<file path="src/rtl/rca_pkg.sv">
// rca_pkg: constants shared by the ramp-compare converter sequencer
// assumes: single 200 mhz system clock, apb register access
package rca_pkg;
  // timing
  localparam int  RCA_CLK_HZ       = 200_000_000;
  localparam int  RCA_BUS_HZ       = 8_000_000;
  localparam int  RCA_BUS_DIV      = RCA_CLK_HZ / RCA_BUS_HZ;
  localparam int  RCA_PRESCALE     = 128;
  localparam int  RCA_DISCH_LOOPS  = 'hfe;
  // lookup table geometry
  localparam int  RCA_TBL_DEPTH    = 256;
  localparam int  RCA_PAGE_BYTES   = 64;
  localparam logic [15:0] RCA_TBL_BASE = 16'h3e00;
  localparam logic [7:0]  RCA_WIN_BASE = 8'hc0;
  localparam logic [7:0]  RCA_LOW_MASK = 8'h3f;
  // apb register byte offsets
  localparam logic [7:0] RCA_REG_CTRL   = 8'h00;
  localparam logic [7:0] RCA_REG_STATUS = 8'h04;
  localparam logic [7:0] RCA_REG_COUNT  = 8'h08;
  localparam logic [7:0] RCA_REG_RESULT = 8'h0c;
  localparam logic [7:0] RCA_REG_PAGE   = 8'h10;
  // control bit positions
  localparam int RCA_CTRL_START = 0;
  localparam int RCA_CTRL_STOP  = 1;
  // status bit positions
  localparam int RCA_ST_BUSY = 0;
  localparam int RCA_ST_DONE = 1;
  localparam int RCA_ST_CMP  = 2;
  localparam int RCA_ST_OVF  = 3;
  localparam logic [7:0] RCA_PAGE_RST = 8'h00;

  typedef enum logic [2:0] {
    RCA_IDLE   = 3'b000,
    RCA_DISCH  = 3'b001,
    RCA_RAMP   = 3'b010,
    RCA_CAPT   = 3'b011,
    RCA_LOOKUP = 3'b100,
    RCA_STORE  = 3'b101
  } rca_state_type;
endpackage

</file>
<file path="src/rtl/rca_prescaler.sv">
// rca_prescaler: one-cycle enable at the bus rate divided by the prescale
// assumes: clear held while the conversion timer is stopped
`timescale 1ns/1ps
`default_nettype none
module rca_prescaler #(
  parameter int DIV = 3200
) (
  // clock and reset
  input  wire logic clk_sys_i,
  input  wire logic srst_i,
  // control
  input  wire logic clear_i,
  output logic      tick_o
);
  localparam int W = $clog2(DIV);
  logic [W-1:0] cnt_ff;
  wire          wrap = (cnt_ff == W'(DIV - 1));

  initial begin
    if (DIV < 2) $error("prescaler divide must be at least 2");
  end

  always_ff @(posedge clk_sys_i) begin
    if (srst_i || clear_i) begin
      cnt_ff <= '0;
      tick_o <= 1'b0;
    end else begin
      cnt_ff <= wrap ? '0 : cnt_ff + 1'b1;
      tick_o <= wrap;
    end
  end
endmodule
`default_nettype wire

</file>
<file path="src/rtl/rca_table_rom.sv">
// rca_table_rom: 256-byte conversion table, four 64-byte pages
// assumes: read data registered, one cycle latency
`timescale 1ns/1ps
`default_nettype none
module rca_table_rom (
  // clock
  input  wire logic       clk_sys_i,
  // read port: page and in-window byte address
  input  wire logic [7:0] page_i,
  input  wire logic [7:0] win_addr_i,
  output logic      [7:0] data_o
);
  import rca_pkg::*;
  localparam logic [7:0] PG0 = 8'(RCA_TBL_BASE >> 6);

  wire [7:0] idx = {6'(page_i - PG0), 2'b00} << 4 |
                   (win_addr_i & RCA_LOW_MASK);

  // fixed monotonic ramp response, computed from the index on each read
  function automatic logic [7:0] tbl(input logic [7:0] i);
    int v;
    v = 255 - ((255 - i) * (255 - i)) / 255;
    return 8'(v);
  endfunction

  always_ff @(posedge clk_sys_i) begin
    data_o <= tbl(idx);
  end
endmodule
`default_nettype wire

</file>
<file path="src/rtl/rca_sequencer.sv">
// rca_sequencer: single-slope 8-bit conversion sequencer with apb registers
// assumes: external rc node on ramp_node_pin, comparator level input
`timescale 1ns/1ps
`default_nettype none
module rca_sequencer
  import rca_pkg::*;
#(
  parameter int BUS_DIV  = rca_pkg::RCA_BUS_DIV,
  parameter int PRESCALE = rca_pkg::RCA_PRESCALE
) (
  // clock and reset
  input  wire logic        clk_sys_i,
  input  wire logic        srst_i,
  // apb slave
  input  wire logic        psel_i,
  input  wire logic        penable_i,
  input  wire logic        pwrite_i,
  input  wire logic [7:0]  paddr_i,
  input  wire logic [31:0] pwdata_i,
  output logic      [31:0] prdata_o,
  output logic             pready_o,
  output logic             pslverr_o,
  // ramp node pin
  input  wire logic        ramp_node_pin_i,
  output logic             ramp_node_pin_o,
  output logic             ramp_node_pin_oe_o,
  // comparator
  input  wire logic        ramp_comparator_i,
  output logic             ramp_comparator_en_o,
  output logic             ramp_comparator_edge_o
);
  import rca_pkg::*;

  initial begin
    // the bus-rate divider counter is eight bits wide
    if (BUS_DIV < 1 || BUS_DIV > 256 || PRESCALE < 2) begin
      $error("bad divider parameters");
    end
  end

  // ------------------------------------------------------------------
  // bus-rate enable
  // ------------------------------------------------------------------
  logic [7:0] bdiv_ff;
  logic       bus_en_ff;
  wire        bdiv_wrap = (bdiv_ff == 8'(BUS_DIV - 1));
  always_ff @(posedge clk_sys_i) begin
    if (srst_i) begin
      bdiv_ff   <= 8'h00;
      bus_en_ff <= 1'b0;
    end else begin
      bdiv_ff   <= bdiv_wrap ? 8'h00 : bdiv_ff + 8'h01;
      bus_en_ff <= bdiv_wrap;
    end
  end

  // ------------------------------------------------------------------
  // comparator synchroniser and edge detect
  // ------------------------------------------------------------------
  logic cmp_s1_ff;
  logic cmp_s2_ff;
  logic cmp_s3_ff;
  logic pin_s1_ff;
  logic pin_s2_ff;
  always_ff @(posedge clk_sys_i) begin
    if (srst_i) begin
      cmp_s1_ff <= 1'b0;
      cmp_s2_ff <= 1'b0;
      cmp_s3_ff <= 1'b0;
      pin_s1_ff <= 1'b0;
      pin_s2_ff <= 1'b0;
    end else begin
      cmp_s1_ff <= ramp_comparator_i;
      cmp_s2_ff <= cmp_s1_ff;
      cmp_s3_ff <= cmp_s2_ff;
      pin_s1_ff <= ramp_node_pin_i;
      pin_s2_ff <= pin_s1_ff;
    end
  end
  wire cmp_rise = cmp_s2_ff & ~cmp_s3_ff;

  // ------------------------------------------------------------------
  // state and datapath registers
  // ------------------------------------------------------------------
  rca_state_type state_ff;
  rca_state_type nxt_state;
  logic [7:0]    disch_ff;
  logic          tmr_run_ff;
  logic [7:0]    tmr_cnt_ff;
  logic          tmr_ovf_ff;
  logic          cmp_flag_ff;
  logic [7:0]    hold_ff;
  logic [7:0]    result_ff;
  logic          done_ff;
  logic [7:0]    page_ff;
  logic [7:0]    saved_page_ff;
  logic [7:0]    rom_q;
  logic          tmr_tick;

  // ------------------------------------------------------------------
  // apb decode
  // ------------------------------------------------------------------
  wire sel_ctrl   = (paddr_i == RCA_REG_CTRL);
  wire sel_status = (paddr_i == RCA_REG_STATUS);
  wire sel_count  = (paddr_i == RCA_REG_COUNT);
  wire sel_result = (paddr_i == RCA_REG_RESULT);
  wire sel_page   = (paddr_i == RCA_REG_PAGE);
  wire apb_acc   = psel_i & penable_i & pready_o;
  wire apb_wr    = apb_acc & pwrite_i;
  wire wr_ctrl   = apb_wr & sel_ctrl;
  wire wr_status = apb_wr & sel_status;
  wire wr_page   = apb_wr & sel_page;
  wire start_req = wr_ctrl & pwdata_i[RCA_CTRL_START];
  wire stop_req  = wr_ctrl & pwdata_i[RCA_CTRL_STOP];
  // write-one-to-clear requests; a same-cycle hardware set wins
  wire ovf_clr   = wr_status & pwdata_i[RCA_ST_OVF];
  wire done_clr  = start_req | (wr_status & pwdata_i[RCA_ST_DONE]);
  wire addr_ok   = sel_ctrl | sel_status | sel_count | sel_result
                 | sel_page;
  wire busy      = (state_ff != RCA_IDLE);
  wire [31:0] status_word = {28'h0, tmr_ovf_ff, cmp_flag_ff, done_ff, busy};
  wire [31:0] rd_mux =
      sel_status ? status_word :
      sel_count  ? {24'h0, hold_ff} :
      sel_result ? {24'h0, result_ff} :
      sel_page   ? {24'h0, page_ff} : 32'h0;

  // ------------------------------------------------------------------
  // lookup address: page and window byte
  // ------------------------------------------------------------------
  localparam logic [7:0] PAGE_BASE = 8'(RCA_TBL_BASE / RCA_PAGE_BYTES);
  wire [7:0] lk_page = PAGE_BASE + {6'h00, hold_ff[7:6]};
  wire [7:0] lk_win  = (hold_ff & RCA_LOW_MASK) + RCA_WIN_BASE;
  wire [7:0] rom_page = (state_ff == RCA_LOOKUP) ? lk_page : page_ff;

  // ------------------------------------------------------------------
  // state machine
  // ------------------------------------------------------------------
  always_comb begin
    nxt_state = state_ff;
    case (state_ff)
      RCA_IDLE:   if (start_req) nxt_state = RCA_DISCH;
      RCA_DISCH:  if (bus_en_ff && disch_ff == 8'h01)
                    nxt_state = RCA_RAMP;
      RCA_RAMP:   if (cmp_flag_ff) nxt_state = RCA_CAPT;
      RCA_CAPT:   nxt_state = RCA_LOOKUP;
      RCA_LOOKUP: nxt_state = RCA_STORE;
      RCA_STORE:  nxt_state = RCA_IDLE;
      default:    nxt_state = RCA_IDLE;
    endcase
    if (stop_req) nxt_state = RCA_IDLE;
  end

  always_ff @(posedge clk_sys_i) begin
    if (srst_i) state_ff <= RCA_IDLE;
    else        state_ff <= nxt_state;
  end

  // discharge loop counter, one step per bus-rate enable
  always_ff @(posedge clk_sys_i) begin
    if (srst_i) begin
      disch_ff <= 8'h00;
    end else if (state_ff != RCA_DISCH) begin
      disch_ff <= 8'(RCA_DISCH_LOOPS);
    end else if (bus_en_ff) begin
      disch_ff <= disch_ff - 8'h01;
    end
  end

  // ------------------------------------------------------------------
  // conversion timer
  // ------------------------------------------------------------------
  rca_prescaler #(
    .DIV (BUS_DIV * PRESCALE)
  ) u_presc (
    .clk_sys_i (clk_sys_i),
    .srst_i    (srst_i),
    .clear_i   (~tmr_run_ff),
    .tick_o    (tmr_tick)
  );

  wire ramp_go = (state_ff == RCA_DISCH) && (nxt_state == RCA_RAMP);

  always_ff @(posedge clk_sys_i) begin
    if (srst_i) begin
      tmr_run_ff <= 1'b0;
      tmr_cnt_ff <= 8'h00;
      tmr_ovf_ff <= 1'b0;
    end else begin
      // clear first so that an overflow in the same cycle still sets
      if (ovf_clr) tmr_ovf_ff <= 1'b0;
      if (ramp_go) begin
        tmr_run_ff <= 1'b1;
        tmr_cnt_ff <= 8'h00;
        tmr_ovf_ff <= 1'b0;
      end else if (state_ff != RCA_RAMP) begin
        tmr_run_ff <= 1'b0;
        tmr_cnt_ff <= 8'h00;
      end else if (tmr_tick) begin
        tmr_cnt_ff <= tmr_cnt_ff + 8'h01;
        if (tmr_cnt_ff == 8'hff) tmr_ovf_ff <= 1'b1;
      end
    end
  end

  // ------------------------------------------------------------------
  // comparator event flag and capture
  // ------------------------------------------------------------------
  wire cmp_evt = (state_ff == RCA_RAMP) & ramp_comparator_en_o & cmp_rise;
  always_ff @(posedge clk_sys_i) begin
    if (srst_i) begin
      cmp_flag_ff <= 1'b0;
      hold_ff     <= 8'h00;
    end else begin
      if (cmp_evt) begin
        cmp_flag_ff <= 1'b1;
        hold_ff     <= tmr_cnt_ff;
      end else if (state_ff == RCA_CAPT) begin
        cmp_flag_ff <= 1'b0;
      end
    end
  end

  // ------------------------------------------------------------------
  // table lookup, result and page restore
  // ------------------------------------------------------------------
  rca_table_rom u_rom (
    .clk_sys_i  (clk_sys_i),
    .page_i     (rom_page),
    .win_addr_i (lk_win),
    .data_o     (rom_q)
  );

  always_ff @(posedge clk_sys_i) begin
    if (srst_i) begin
      result_ff     <= 8'h00;
      done_ff       <= 1'b0;
      page_ff       <= RCA_PAGE_RST;
      saved_page_ff <= RCA_PAGE_RST;
    end else begin
      if (state_ff == RCA_CAPT) saved_page_ff <= page_ff;
      if (state_ff == RCA_LOOKUP) page_ff <= lk_page;
      if (state_ff == RCA_STORE) begin
        result_ff <= rom_q;
        page_ff   <= saved_page_ff;
        done_ff   <= 1'b1;
      end else if (wr_page && !busy) begin
        page_ff <= pwdata_i[7:0];
      end
      if (done_clr && state_ff != RCA_STORE) done_ff <= 1'b0;
    end
  end

  // ------------------------------------------------------------------
  // pins and comparator control
  // ------------------------------------------------------------------
  wire [7:0] pin_unused = {7'h00, pin_s2_ff};
  always_ff @(posedge clk_sys_i) begin
    if (srst_i) begin
      ramp_node_pin_o        <= 1'b0;
      ramp_node_pin_oe_o     <= 1'b0;
      ramp_comparator_en_o   <= 1'b0;
      ramp_comparator_edge_o <= 1'b0;
    end else begin
      ramp_node_pin_o    <= 1'b0;
      ramp_node_pin_oe_o <= (nxt_state == RCA_DISCH);
      ramp_comparator_en_o   <= (nxt_state == RCA_DISCH) ||
                                (nxt_state == RCA_RAMP);
      ramp_comparator_edge_o <= 1'b1;
    end
  end

  // ------------------------------------------------------------------
  // apb answer
  // ------------------------------------------------------------------
  always_ff @(posedge clk_sys_i) begin
    if (srst_i) begin
      pready_o  <= 1'b0;
      prdata_o  <= 32'h0;
      pslverr_o <= 1'b0;
    end else begin
      pready_o  <= psel_i & penable_i & ~pready_o;
      pslverr_o <= psel_i & penable_i & ~pready_o & ~addr_ok;
      prdata_o  <= (psel_i & ~pwrite_i) ? (rd_mux | {24'h0, 8'h00 & pin_unused})
                                        : 32'h0;
    end
  end
endmodule
`default_nettype wire

</file>
<file path="config.mk">
export PLATFORM = sky130hd
export DESIGN_NAME = rca_sequencer
export DESIGN_NICKNAME = d
export VERILOG_FILES = /design/src/rtl/rca_pkg.sv /design/src/rtl/rca_prescaler.sv /design/src/rtl/rca_table_rom.sv /design/src/rtl/rca_sequencer.sv
export SDC_FILE = /design/constraint.sdc
export NUM_CORES = 1
export LEC_CHECK = 0
export CAP_MARGIN = 20
export CORE_MARGIN = 10
export CORE_UTILIZATION = 45
export CTS_CLUSTER_SIZE = 20
export DETAILED_ROUTE_END_ITERATION = 8
export DONT_BUFFER_PORTS = 1
export GPL_TIMING_DRIVEN = 1
export SYNTH_ARGS = -nofsm -noshare
export SYNTH_HDL_FRONTEND = slang
export SYNTH_SLANG_ARGS = --single-unit
</file>
<file path="constraint.sdc">
create_clock -name clk_sys_i -period 23.9 [get_ports clk_sys_i]
set_input_delay 4.78 -clock clk_sys_i [delete_from_list [all_inputs] [get_ports clk_sys_i]]
set_output_delay 4.78 -clock clk_sys_i [all_outputs]
set_load 0.02 [all_outputs]
</file>
== Word level (Yosys, flattened, before mapping) ==
Index checks and enable logic that the tools add are counted.

* Register bits: 125

* $add $sub $neg: 9
* Multiply operators: 1
* Divide/modulo/power cells: 1
* Eq/ne operators: 18
* Muxes and demuxes: 23
* Bitwise gates (word level): 28
* Reductions and logical operators: 22

{| class="wikitable"
|+ Operators with widths
! operator !! count
|-
| $mux W8 || 8
|-
| $div A32 B8 Y32 const B || 1
|-
| $mul A32 B32 Y32 || 1
|-
| $add A8 B1 Y8 const B || 2
|-
| $and A1 B1 Y1 || 16
|-
| $eq A8 B4 Y1 const B || 2
|-
| $eq A8 B5 Y1 const B || 2
|-
| $pmux W3 S5 || 1
|-
| $add A12 B1 Y12 const B || 1
|-
| $eq A12 B12 Y1 const B || 1
|-
| $mux W3 || 4
|-
| $reduce_or A2 Y1 || 6
|-
| $eq A3 B2 Y1 const B || 3
|-
| $mux W1 || 9
|-
| $sub A8 B8 Y9 const A || 1
|-
| $eq A8 B1 Y1 const B || 1
|-
| $eq A8 B3 Y1 const B || 1
|-
| $eq A8 B8 Y1 const B || 1
|-
| $logic_not A8 Y1 || 1
|-
| $or A8 B6 Y8 || 1
|-
| $sub A8 B1 Y8 const B || 1
|-
| $sub A8 B8 Y8 const A || 1
|-
| $add A6 B1 Y6 const B || 1
|-
| $eq A3 B1 Y1 const B || 2
|-
| other kinds (17) || 34
|}

== Logic depth before layout (Yosys ltp) ==
* Word-level depth: 11
* Mapped depth: 52
* Mapped depth without buffers: 47

== By module ==
Synthesis repeated with hierarchy kept, for this count alone.

* Cells, all modules: 1040
* Area, all modules: 8375.5 um2

{| class="wikitable"
|+ Modules (own cells, without submodules)
! module !! times used !! cells an instance !! area each (um2) !! seq. area each (um2)
|-
| rca_table_rom || 1 || 578 || 4235.3 || 160.2
|-
| rca_sequencer || 1 || 400 || 3550.9 || 1601.5
|-
| rca_prescaler || 1 || 62 || 589.3 || 260.2
|}

== Least setup slack after synthesis ==
No wires, ideal clock.

* Path type: reg2reg
* Start point: register state_ff[1]
* End point: register u_rom.data_o[0]
* Setup time: 0.060 ns
* Data arrival time: 12.791 ns
* Required time: 23.840 ns
* Slack: 11.049 ns
* Stages on the path, launching flop included: 51
* Clock period less this slack: 12.851 ns
* Cell sequence: dfxtp_1 or2_2 nor2_1 mux2_2 or2_2 fa_1 inv_1 ha_1 ha_1 fa_1 ha_1 ha_1 inv_1 fa_1 inv_1 ha_1 buf_6 a21o_1 (+15 left out) or4_1 buf_2 a211oi_4 nor2_2 and4_1 a311oi_2 buf_4 o31ai_1 mux2i_1 ha_1 nand4_1 o41a_1 o22ai_1 ha_1 nor4b_1 and2_1 a31oi_1 o2111a_1

* Word-level cells in the longest chain between the ends: 8

{| class="wikitable"
|+ RTL lines
! element !! line !! RTL
|-
| start: declaration || rca_sequencer.sv:85 || <nowiki>rca_state_type state_ff;</nowiki>
|-
| start signal: assignment || rca_sequencer.sv:156 || <nowiki>else state_ff <= nxt_state;</nowiki>
|-
| $eq A3 B3 Y1 || rca_sequencer.sv:134 || <nowiki>wire [7:0] rom_page = (state_ff == RCA_LOOKUP) ? lk_page : page_ff;</nowiki>
|-
| $mux W8 || -- ||
|-
| $sub A2 B1 Y2 || rca_table_rom.sv:16 || <nowiki>wire [7:0] idx = {6'(page_i - PG0), 2'b00} << 4 |</nowiki>
|-
| $or A8 B6 Y8 || rca_table_rom.sv:16 ||
|-
| $sub A8 B8 Y9 || rca_table_rom.sv:22 || <nowiki>v = 255 - ((255 - i) * (255 - i)) / 255;</nowiki>
|-
| $mul A32 B32 Y32 || rca_table_rom.sv:22 ||
|-
| $div A32 B8 Y32 || rca_table_rom.sv:22 ||
|-
| $sub A8 B8 Y8 || rca_table_rom.sv:22 ||
|-
| end signal: assignment || rca_table_rom.sv:27 || <nowiki>data_o <= tbl(idx);</nowiki>
|-
| end: declaration || rca_table_rom.sv:11 || <nowiki>output logic [7:0] data_o</nowiki>
|}

No other way between the ends.
A chain may end at the register's enable or synchronous reset.

== Final worst setup path ==
* Start point: register state_ff[0]
* End point: register u_rom.data_o[0]

Same word-level chain as after synthesis.

==> metrics.cfg <==
[job]
cap_violations=0

[pwr]
peakVddDrop_uv=35.7
finalPower_uw=364
power_density_nw_per_um2=38.6
leakagePower_uw=0.00375

[clocking]
cts_max_level=3
post-cts-setup-buffer-count=0
clock_path_buffers=2
cts_tree=yes
root_buffer=clkbuf_16
numCtsBuffers=9
post_cts_resized=0
clkSlewWorstSetupHoldPaths_ns=0.07
clkLatencyLatePin_ns=0.35
cts.sinks=101
ctsHoldBuffers=0

[grt]
antenna_found_initial=0
first_global_vias=7513
grt.total_usage_pct=15.9
overflow=0
grt_pass1_wl_um=36100
grt_max_degree=50

[placement]
finalWeightedCongestion=0.887
io_buffers=0
hpwl_um=16700
dp.cells=1380

[critical_path]
start_kind=flop
worstRegToRegCells=46
critPathCaptureType=flop
required_ns=24.19
worst-path-max-fanout=12
reg2reg_from=state_ff[0]
r2r_slack_ns=8.99
cpMaxStageDelayCell=or4_1
critPathKind=reg2reg
slowest_delay_ns=0.69
crit_top_cell=ha_1
timing.rr.end=u_rom.data_o[0]
worstPathArrival_ns=15.20

[timing]
hold_viol_final=0
period_minus_slack_ns=14.91
final.setup.tns_ns=0
fin_skew_ns=0.00877
finalMaxSlewViolations=0
tightest_slew_ns=1.16
rsz0062_at_grt=no
final-setup-viol-count=0
finalCritPeriodShare_pct=62.4
fmax_ghz=0.0671
hold_ws_ns=0.431
relSlewSlack_pct=22.1

[floorplan]
start_util_pct=46.0
rows=51
die_h_um=162
pin_count=85
coreArea_um2=19600
dieArea_um2=26100
die_w_um=162

[synth]
synth.most_common_cell=nor2_1
async_reset_ff_share_pct=0
synth.top_cell.area_share_pct=22.4
synthTopCellsByArea=dfxtp_1 22%, ha_1 11%, nor2_1 6.0%
synth_edf_count=0
yosysUniqueCellTypes=90
synthCells=1149
synth_commonest_cells=145 x nor2_1, 108 x nand2_1, 101 x dfxtp_1
synth_area_um2=9020
avgSynthCellArea_um2=7.85
ys.warnings.count=0
synthFlopType=dfxtp_1
yosysTopAreaCell=dfxtp_1
synth_seq_area_share_pct=22.4
synth_seq_cells=101

[routing]
drc=0
dr_total_vias=7961
antenna_left=0
vias_per_cell=5.70
drtIter0Drc=469
wl_um=21200
drt_pass1_iterations=5
wl_per_cell_um=15.2

[final_layout]
area_growth_pct=4.61
regArea_um2=2020
finalNonFillerCells=1396
diodes=0
largest_reg_flops=12
nNetsFinal=1272
regMostFlops=u_presc.cnt_ff
drive_gt1_share_pct=6.90
fillCellCount=2010
multi_input_area_um2=6530

[hold_path]
whs_path_depth=2
hp-start=u_rom.data_o[7]
worstHoldPathType=reg2reg
worst_hold_path.endpoint=result_ff[7]

[status]
status=finished clean

==> where the power goes <==
part | internal, uW | switching [uW]
sequential | 171 | 1.85
combinational | 14.5 | 27.0
clock | 82.5 | 66.8
==> critical path: cells and delay by family, from the launching register on <==
family	cells	cell delay, ns
mux	2	0.71
flops	1	0.45
simple gates	14	4.34
compound gates	17	5.56
buf+inv	3	0.15
fa+ha+maj	10	3.63
==> layer usage <==
layer	vias up	global-route usage, %	routed length [um]
li1	4043	-	-
met1	3772	21.4	10200
met2	129	27.0	10200
met3	17	1.63	597
met4	0	2.98	185
met5	-	0	0
==> area by class of cell <==
class | instances | area share, %
timing repair buffer | 3 | 0.239
multi-input combinational | 951 | 69.2
sequential | 101 | 21.4
clock buffer | 9 | 2.39
tap | 265 | 3.52
inverter | 60 | 2.39
clock inverter | 7 | 0.836
==> logic make-up (layout without fill, tap and decap cells) <==
logic type      Yosys count  count (layout)  share of synthesized area, %
mux                      28              28                          3.25
buf+inv                 122              79                          6.30
xor+xnor                 50              50                          4.86
compound gates          282             282                          22.3
simple gates            463             463                          25.2
flops                   101             101                          22.4
fa+ha+maj               101             101                          15.5
other cells               2              27                        0.0833
==> through the flow <==
| stage | setup WS [ns] | utilization (%) | instance area, um2 |
|---|---|---|---|
| 2_1_floorplan | 11.05 | - | 9110 |
| 3_3_place_gp | 9.18 | 46.6 | 9130 |
| 3_5_place_dp | 9.15 | 46.6 | 9130 |
| 4_1_cts | 9.10 | 48.1 | 9430 |
| 5_1_grt | 7.85 | 48.1 | 9430 |
| 6_report | 8.99 | 48.1 | 9430 |
==> placed cells by master (no fill, tap or decap), types with 26 or more instances in the layout <==
cell / synthesis / layout
o21ai_0: 45 / 45
nor3_1: 26 / 26
xor2_1: 26 / 26
conb_1: 2 / 27
nor2_1: 145 / 145
dfxtp_1: 101 / 101
a21oi_1: 74 / 74
nand2_1: 108 / 108
nand3_1: 46 / 46
ha_1: 80 / 80
inv_1: 59 / 59
==> how the worst max path moves through the flow <==
stage	startpoint	to	slack, ns	cells after the start
3_3_place_gp	state_ff[0]	u_rom.data_o[0]	9.18	46
4_1_cts	state_ff[0]	u_rom.data_o[0]	9.10	46
5_1_grt	state_ff[0]	u_rom.data_o[0]	7.85	46
6_report	state_ff[0]	u_rom.data_o[0]	8.99	46
2_1_floorplan	state_ff[1]	u_rom.data_o[0]	11.05	50
3_5_place_dp	state_ff[0]	u_rom.data_o[0]	9.15	46
(Power assumes the default switching activity.)
